==> config.mk <==
export PLATFORM = sky130hd
export DESIGN_NAME = rxpco_top
export DESIGN_NICKNAME = d
export VERILOG_FILES = /design/src/core/rxpco_pkg.sv /design/src/core/rxpco_sync.sv /design/src/core/rxpco_top.sv
export SDC_FILE = /design/constraint.sdc
export NUM_CORES = 1
export LEC_CHECK = 0
export BUFFER_PORTS_ARGS = -buffer_cell sky130_fd_sc_hd__buf_2
export CELL_PAD_IN_SITES_DETAIL_PLACEMENT = 0
export CELL_PAD_IN_SITES_GLOBAL_PLACEMENT = 1
export CORE_ASPECT_RATIO = 0.75
export CORE_UTILIZATION = 38
export CTS_BUF_LIST = sky130_fd_sc_hd__clkbuf_2 sky130_fd_sc_hd__clkbuf_4 sky130_fd_sc_hd__clkbuf_8
export DETAILED_ROUTE_END_ITERATION = 8
export MAX_ROUTING_LAYER = met4
export PLACE_DENSITY = 0.78
export SYNTH_ARGS = -nofsm -noshare
export SYNTH_HDL_FRONTEND = slang
export SYNTH_SLANG_ARGS = --single-unit
==> constraint.sdc <==
create_clock -name clk -period 2 [get_ports clk]
set_input_delay 0.4 -clock clk [delete_from_list [all_inputs] [get_ports clk]]
set_output_delay 0.4 -clock clk [all_outputs]
set_load 0.01 [all_outputs]
==> src/core/rxpco_pkg.sv <==
// Functional notes
// - output character and status only change after a rising edge of the selected interface clock, or a falling recovered-clock edge at half rate.
// - with the decoder on (HIGH or MID) the character output carries a decoded byte or special code.
// - with the decoder on the three status bits describe each received character.
// - with the decoder bypassed the character output carries the upper eight bits of the raw 10-bit character.
// - with the decoder bypassed status bits one and zero carry the two low bits of the raw character.
// - with the decoder bypassed status bit two is high while the output register holds a comma.
// - with parity enabled (not LOW) the parity output is odd parity over the character, aligned with it.
// - with parity LOW the parity output is not driven and reads low; parity is still generated and stored with the character.
// - a ternary select left unconnected reads as MID.
// - with clock source LOW the output register is clocked from the reference clock.
// - with clock source MID the output register uses the recovered clock, which is also presented out.
package rxpco_pkg;

  // ----------------------------------------------------------------
  // ternary select pins
  // ----------------------------------------------------------------
  localparam logic [1:0] TERN_LOW = 2'h0;
  localparam logic [1:0] TERN_MID = 2'h1;
  localparam logic [1:0] TERN_HIGH = 2'h2;
  localparam logic [1:0] TERN_OPEN = 2'h3;
  // cycles after reset before synchronised select levels are trusted
  localparam logic [2:0] SETTLE_CYCLES = 3'h5;

  // ----------------------------------------------------------------
  // character layout
  // ----------------------------------------------------------------
  localparam int CHAR_W = 8;
  localparam int STAT_W = 3;
  localparam int RAW_W = 10;
  localparam int RAW_LO_W = 2;
  localparam int STAT_COMMA_BIT = 2;
  localparam int COMMA_W = 7;
  localparam logic [6:0] COMMA_POS = 7'h1F;
  localparam logic [6:0] COMMA_NEG = 7'h60;

  // ----------------------------------------------------------------
  // register map, byte addresses
  // ----------------------------------------------------------------
  localparam int ADDR_W = 5;
  localparam logic [4:0] REG_CTRL = 5'h00;
  localparam logic [4:0] REG_IRQ_STATUS = 5'h04;
  localparam logic [4:0] REG_IRQ_CLEAR = 5'h08;
  localparam logic [4:0] REG_IRQ_ENABLE = 5'h0C;
  localparam logic [4:0] REG_LAST_CHAR = 5'h10;
  localparam logic [4:0] REG_CHAR_COUNT = 5'h14;
  localparam int CTRL_EN_BIT = 0;
  localparam logic CTRL_RESET = 1'h1;
  localparam int EV_W = 4;
  localparam int EV_LOAD = 0;
  localparam int EV_COMMA = 1;
  localparam int EV_OVERRUN = 2;
  localparam int EV_CFG_ERR = 3;
  localparam int CNT_W = 16;

  // ----------------------------------------------------------------
  // one presented character
  // ----------------------------------------------------------------
  typedef struct packed {
    logic [CHAR_W-1:0] data;
    logic [STAT_W-1:0] status;
    logic parity;
  } rxpco_char_s;

  // unconnected reads as mid
  function automatic logic [1:0] tern_level(input logic [1:0] pin);
    tern_level = (pin == TERN_OPEN) ? TERN_MID : pin;
  endfunction : tern_level

  function automatic logic odd_parity(input logic [CHAR_W-1:0] d);
    odd_parity = ~^d;
  endfunction : odd_parity

  function automatic logic is_comma(input logic [RAW_W-1:0] raw);
    is_comma = (raw[RAW_W-1 -: COMMA_W] == COMMA_POS) || (raw[RAW_W-1 -: COMMA_W] == COMMA_NEG);
  endfunction : is_comma

endpackage : rxpco_pkg

==> src/core/rxpco_sync.sv <==
`timescale 1ns/100ps
module rxpco_sync #(
  parameter int WIDTH = 1
) (
  input wire logic clk,
  input wire logic rst_b,
  input wire logic [WIDTH-1:0] pin,
  output logic [WIDTH-1:0] level,
  output logic [WIDTH-1:0] rise,
  output logic [WIDTH-1:0] fall
);

  logic [WIDTH-1:0] ff1_q, ff2_q, ff3_q, lvl_q;
  logic [WIDTH-1:0] lvl_d;

  // ----------------------------------------------------------------
  // accept a change only when second and third stage agree
  // ----------------------------------------------------------------
  always_comb begin
    lvl_d = lvl_q;
    for (int i = 0; i < WIDTH; i++) begin
      if (ff2_q[i] == ff3_q[i]) begin
        lvl_d[i] = ff3_q[i];
      end
    end
  end

  // three stages; ff1 only feeds ff2
  always_ff @(posedge clk or negedge rst_b) begin
    if (!rst_b) begin
      ff1_q <= '0;
      ff2_q <= '0;
      ff3_q <= '0;
      lvl_q <= '0;
    end else begin
      ff1_q <= pin;
      ff2_q <= ff1_q;
      ff3_q <= ff2_q;
      lvl_q <= lvl_d;
    end
  end

  assign level = lvl_q;
  assign rise = lvl_d & ~lvl_q;
  assign fall = ~lvl_d & lvl_q;

endmodule : rxpco_sync

==> src/core/rxpco_top.sv <==
// Local design decisions: the Avalon-MM register port and the register offsets.
`timescale 1ns/100ps
module rxpco_top (
  input wire logic clk,
  input wire logic rst_b,
  input wire logic [rxpco_pkg::ADDR_W-1:0] avs_address,
  input wire logic avs_read,
  input wire logic avs_write,
  input wire logic [31:0] avs_writedata,
  input wire logic [3:0] avs_byteenable,
  output logic [31:0] avs_readdata,
  output logic avs_waitrequest,
  output logic irq,
  input wire logic dec_valid,
  input wire logic [rxpco_pkg::CHAR_W-1:0] dec_char,
  input wire logic [rxpco_pkg::STAT_W-1:0] dec_status,
  input wire logic [rxpco_pkg::RAW_W-1:0] raw_char,
  input wire logic reference_clock_in,
  input wire logic recovered_clock_in,
  input wire logic [1:0] decoder_mode_sel,
  input wire logic [1:0] parity_ctrl_sel,
  input wire logic [1:0] rx_clock_source_sel,
  input wire logic [1:0] rx_clock_rate_sel,
  output logic [rxpco_pkg::CHAR_W-1:0] rx_char_out,
  output logic [rxpco_pkg::STAT_W-1:0] rx_status_out,
  output logic rx_parity_out,
  output logic rx_parity_oe,
  output logic rx_interface_clock
);

  // ----------------------------------------------------------------
  // pin synchronisers: clocks in bits 1:0, ternary selects above
  // ----------------------------------------------------------------
  logic [9:0] pin_lvl, pin_rise, pin_fall;
  logic [1:0] dec_lv, par_lv, src_lv, rate_lv;
  logic ref_rise, rec_rise, rec_fall, out_en;

  rxpco_sync #(.WIDTH(10)) u_sync (
    .clk(clk),
    .rst_b(rst_b),
    .pin({rx_clock_rate_sel, rx_clock_source_sel, parity_ctrl_sel, decoder_mode_sel,
          recovered_clock_in, reference_clock_in}),
    .level(pin_lvl),
    .rise(pin_rise),
    .fall(pin_fall)
  );

  assign dec_lv = rxpco_pkg::tern_level(pin_lvl[3:2]);
  assign par_lv = rxpco_pkg::tern_level(pin_lvl[5:4]);
  assign src_lv = rxpco_pkg::tern_level(pin_lvl[7:6]);
  assign rate_lv = rxpco_pkg::tern_level(pin_lvl[9:8]);
  assign ref_rise = pin_rise[0];
  assign rec_rise = pin_rise[1];
  assign rec_fall = pin_fall[1];

  // recovered clock otherwise; half rate also uses the complement edge
  assign out_en = (src_lv == rxpco_pkg::TERN_LOW) ? ref_rise
                : (rec_rise || (rate_lv == rxpco_pkg::TERN_HIGH && rec_fall));
  // interface clock follows the selected source
  assign rx_interface_clock = (src_lv == rxpco_pkg::TERN_LOW) ? pin_lvl[0] : pin_lvl[1];

  // ----------------------------------------------------------------
  // settle timer after reset
  // ----------------------------------------------------------------
  // select levels read LOW until the pins have crossed the synchroniser;
  // only the misconfiguration event waits, the data path does not
  logic [2:0] settle_q, settle_d;
  logic cfg_ok;

  assign cfg_ok = (settle_q == rxpco_pkg::SETTLE_CYCLES);

  // count up once after reset, then hold
  always_comb begin
    settle_d = settle_q;
    if (!cfg_ok) begin
      settle_d = settle_q + 3'h1;
    end
  end

  always_ff @(posedge clk or negedge rst_b) begin
    if (!rst_b) begin
      settle_q <= '0;
    end else begin
      settle_q <= settle_d;
    end
  end

  // ----------------------------------------------------------------
  // character holding and output registers
  // ----------------------------------------------------------------
  rxpco_pkg::rxpco_char_s hold_q, hold_d, out_q, out_d, fmt;
  logic hold_full_q, hold_full_d, ctrl_en_q;
  logic load, take, overrun, comma_ev;

  // format at capture so a later mode change cannot split a character
  always_comb begin
    fmt = '0;
    if (dec_lv == rxpco_pkg::TERN_LOW) begin
      fmt.data = raw_char[rxpco_pkg::RAW_W-1 -: rxpco_pkg::CHAR_W];
      fmt.status[rxpco_pkg::RAW_LO_W-1:0] = raw_char[rxpco_pkg::RAW_LO_W-1:0];
      fmt.status[rxpco_pkg::STAT_COMMA_BIT] = rxpco_pkg::is_comma(raw_char);
    end else begin
      fmt.data = dec_char;
      fmt.status = dec_status;
    end
    fmt.parity = rxpco_pkg::odd_parity(fmt.data);
  end

  assign take = dec_valid && ctrl_en_q;
  assign load = out_en && hold_full_q;
  // a second character before the interface edge replaces the first
  assign overrun = take && hold_full_q && !load;

  // output register moves as a whole on the selected edge only
  always_comb begin
    hold_d = hold_q;
    hold_full_d = hold_full_q;
    out_d = out_q;
    if (load) begin
      out_d = hold_q;
      hold_full_d = 1'b0;
    end
    if (take) begin
      hold_d = fmt;
      hold_full_d = 1'b1;
    end
  end

  always_ff @(posedge clk or negedge rst_b) begin
    if (!rst_b) begin
      hold_q <= '0;
      hold_full_q <= 1'b0;
      out_q <= '{data: '0, status: '0, parity: 1'b1};
    end else begin
      hold_q <= hold_d;
      hold_full_q <= hold_full_d;
      out_q <= out_d;
    end
  end

  assign rx_char_out = out_q.data;
  assign rx_status_out = out_q.status;
  assign rx_parity_oe = (par_lv != rxpco_pkg::TERN_LOW);
  assign rx_parity_out = rx_parity_oe && out_q.parity;
  assign comma_ev = load && (dec_lv == rxpco_pkg::TERN_LOW)
                  && hold_q.status[rxpco_pkg::STAT_COMMA_BIT];

  // ----------------------------------------------------------------
  // avalon slave and interrupt registers
  // ----------------------------------------------------------------
  logic ack_q, ack_d;
  logic [31:0] rdata_q, rdata_d;
  logic [rxpco_pkg::EV_W-1:0] ev_stat_q, ev_stat_d, ev_en_q, ev_en_d, ev_set;
  logic ctrl_en_d;
  logic [rxpco_pkg::CNT_W-1:0] cnt_q, cnt_d;
  logic wr_hit, rd_hit;

  // waitrequest is combinational: every access answers one cycle after it rises,
  // so a master never sees more than a single wait state
  assign avs_waitrequest = (avs_read || avs_write) && !ack_q;
  assign wr_hit = avs_write && ack_q && avs_byteenable[0];
  assign rd_hit = avs_read && !ack_q;
  // decoder bypass with any clock source other than MID is a misconfiguration
  assign ev_set[rxpco_pkg::EV_CFG_ERR] = cfg_ok && (dec_lv == rxpco_pkg::TERN_LOW)
                                       && (src_lv != rxpco_pkg::TERN_MID);
  assign ev_set[rxpco_pkg::EV_LOAD] = load;
  assign ev_set[rxpco_pkg::EV_COMMA] = comma_ev;
  assign ev_set[rxpco_pkg::EV_OVERRUN] = overrun;

  // one wait cycle per access; set beats clear on the status bits
  always_comb begin
    ack_d = (avs_read || avs_write) && !ack_q;
    ctrl_en_d = ctrl_en_q;
    ev_en_d = ev_en_q;
    ev_stat_d = ev_stat_q;
    cnt_d = load ? cnt_q + 1'b1 : cnt_q;
    rdata_d = rdata_q;
    if (wr_hit) begin
      case (avs_address)
        rxpco_pkg::REG_CTRL: ctrl_en_d = avs_writedata[rxpco_pkg::CTRL_EN_BIT];
        rxpco_pkg::REG_IRQ_CLEAR: ev_stat_d = ev_stat_q & ~avs_writedata[rxpco_pkg::EV_W-1:0];
        rxpco_pkg::REG_IRQ_ENABLE: ev_en_d = avs_writedata[rxpco_pkg::EV_W-1:0];
        default: ctrl_en_d = ctrl_en_q;
      endcase
    end
    ev_stat_d = ev_stat_d | ev_set;
    if (rd_hit) begin
      case (avs_address)
        rxpco_pkg::REG_CTRL: rdata_d = {31'h0, ctrl_en_q};
        rxpco_pkg::REG_IRQ_STATUS: rdata_d = {28'h0, ev_stat_q};
        rxpco_pkg::REG_IRQ_ENABLE: rdata_d = {28'h0, ev_en_q};
        rxpco_pkg::REG_LAST_CHAR: rdata_d = {20'h0, out_q};
        rxpco_pkg::REG_CHAR_COUNT: rdata_d = {16'h0, cnt_q};
        default: rdata_d = 32'h0;
      endcase
    end
  end

  always_ff @(posedge clk or negedge rst_b) begin
    if (!rst_b) begin
      ack_q <= 1'b0;
      ctrl_en_q <= rxpco_pkg::CTRL_RESET;
      ev_en_q <= '0;
      ev_stat_q <= '0;
      cnt_q <= '0;
      rdata_q <= 32'h0;
    end else begin
      ack_q <= ack_d;
      ctrl_en_q <= ctrl_en_d;
      ev_en_q <= ev_en_d;
      ev_stat_q <= ev_stat_d;
      cnt_q <= cnt_d;
      rdata_q <= rdata_d;
    end
  end

  assign avs_readdata = rdata_q;
  assign irq = |(ev_stat_q & ev_en_q);
endmodule : rxpco_top

==> run metrics <==
Tcrit/Tclk final=0.955; synthesized instance count=418; share of the synthesized area in the top cell type=0.575; Global Route met3 Usage=0.0433; Non-Filler Instances=665; core footprint=11,800 um2; Crit. End Element=flip-flop; clk_skew=between 0.01 and 0.015 ns; Final WS setup=slightly above 0.09 ns; Max Slew Vio Count=0; layout net count=579; Tot GR Track Use=0.160; Comb pwr share=0.150; Initial Util=0.397; share of cells above drive strength 1=0.266; drt first pass iters=4; final setup fails=0; ys flop type=dfrtp_1; Post-Syn Area per Cell=around 11 um2; Flop pwr share=0.583; met2 Use GR=0.227; Vert. Die Dim=98.3 um; largest net degree at the start of global routing=66; Layout area overhead=16.1%; Area contributors post-synth=dfrtp_1, nand2_1, buf_4; leakage=2.60 nW; DRC=0; CTS tree=yes; Root Buffer Master=clkbuf_8; Max Freq=approximately 0.52 GHz; NetSw=0.00131 W; Crit Reg-Reg Startpoint=u_sync.ff3_q[1]; Setup CP Type=flip-flop to flip-flop; cell-internal power=0.00337 W; clock power share=0.267; synth cell count leaders=dfrtp_1, nand2_1, o21ai_0; Post-synth EDFFs=0; power consumption=0.00468 W; pre-CTS setup slack=0.0598 ns; # fillers=1,139; sequential area share after synthesis=0.586; Initial DRC Count=131; CP Launch Point=u_sync.ff3_q[1]; synth unique cells=47; Post-DP HPWL=6.74 mm; Fin. Hold Viols=0; switching portion of total power=0.280; Max H-tree Level=3; Max-cap violations=0; Slew headroom=0.535; clock sinks=between 100 and 150; worst path arrival time=between 2 and 2.5 ns; status=finished, final reports clean; worst hold start=recovered_clock_in; Post-synth ARST share=1.00; ANT cells=0; grt peak-use layer=met2; DRT antenna net count=0; cts bufs inserted=9; Synth Register Bits=110; vias in the first global route=3,054; worst vdd ir=256 uV; Port Buffers=slightly below 80; met1 GRT Util=0.223; synthesized area=4700 um2; Final Core Density=0.461; routed len/inst=13.9 um; die width=130 um; clock tree buffer depth=2; min Tclk post-route=around 1.9 ns; Worst Path Required=2.26 ns; die area=12,800 um2; PwrDens=857 nW/um2; crit-path max FO=8; Slew @ Worst Pin=0.696 ns; WL final=approximately 9.2 mm; Clock Latency Late Sink=0.37 ns; grt ovf=0; row cnt=34; setup tns final=0 ns; routed vias/inst=roughly 4.7; Hold/Removal Path Class=input port to flip-flop; cell taking the most area after synthesis=dfrtp_1; initial antenna violation count=0; clock transition at the registers of the reported paths=0.10 ns; count leader, synth=dfrtp_1; Placed Cells=646; via count=3,122; first-pass GRT wire length=15.1 mm; Seq. cell area=2760 um2; GP Congestion=0.771; crit start category=flip-flop; YS warnings=0; IO Count=about 130; Multi-input gate area=1710 um2
-- critical path: stages, from the launching register on --
cell and delay (ns):
dfrtp_1 0.40, or4b_4 0.54, a211oi_2 0.23, o21a_2 0.22, buf_12 0.14, nand4_1 0.11
xnor2_1 0.16
-- flip-flops by register name (all words and copies together) (netlist names), 8 cells and up --
register and flops:
cnt_q 16, u_sync.ff1_q 10, rx_char_out 8, u_sync.level 10
avs_readdata 16, hold_q 12, u_sync.ff3_q 10, u_sync.ff2_q 10
-- through the flow --
stage / hold WS, ns / instance area, um2
5_1_grt: 0.0865 / 5460
6_report: 0.122 / 5460
2_1_floorplan: 0.104 / 4760
4_1_cts: 0.0985 / 5410
3_5_place_dp: 0.335 / 5220
3_3_place_gp: 0.332 / 5220
-- cell type report --
class,instances,share of cell area
inverter,3,0.00206
clock buffer,12,0.0303
clock inverter,3,0.00344
multi-input combinational,278,0.313
sequential,110,0.505
timing repair buffer,97,0.109
tap,162,0.0371
-- layout by cell type (no fill, tap or decap), drive strengths merged, types with 2 or more instances in the layout --
cell and count:
a21oi 2, a221oi 3, a22o 4, a22oi 10, and3 4, buf 95, clkbuf 13, clkinv 3
conb 16, dfrtp 108, dfstp 2, ha 3, inv 3, maj3 9, mux2 6, mux2i 12
nand2 91, nand3 5, nand4 8, nor2 17, nor3 7, nor3b 3, o21ai 32, xnor2 27
xor2 3
-- cell families after synthesis --
logic type,after synthesis,synth area share
AOI/OAI and AO/OA,59,0.0815
muxes,18,0.0399
and+or+nand+nor,143,0.138
buffers and inverters,45,0.0636
xor gates and xnor gates,30,0.0623
adders and majority gates,12,0.0272
other,1,0.000798
DFF,110,0.586
-- layer usage --
layer,up-vias,wire (um)
met1,1503,4670
met5,-,0
met3,10,447
met4,0,114
li1,1541,-
met2,68,3990
-- path summary, 6_finish.rpt --
kind,endpoint,depth (start not counted),slack (ns)
setup / recovery,cnt_q[9],6,0.09
hold / removal,u_sync.ff1_q[1],1,0.12
setup reg to reg,cnt_q[9],6,0.09
hold reg to reg,u_sync.ff2_q[3],0,0.35
max in group asynchronous,out_q[0],3,0.79
min in group asynchronous,u_sync.ff1_q[5],2,0.50
-- power groups by stage --
stage / combinational [W] / sequential, W / clock, W
after floorplan: 0.000536 / 0.00269 / 0
after global placement: 0.000685 / 0.00276 / 0
after detailed placement: 0.000707 / 0.00277 / 0
after CTS: 0.000711 / 0.00273 / 0.00130
after global routing: 0.000798 / 0.00276 / 0.00140
final: 0.000702 / 0.00273 / 0.00125
-- timing repair --
action / 4_1_cts / 5_1_grt
resized for setup: 0 / 3
hold endpoints to repair: 27 / 0
endpoints found under the setup margin: 0 / 19
hold buffers: 1 / 0
buffers inserted: 0 / 2
(Power assumes the default switching activity.)
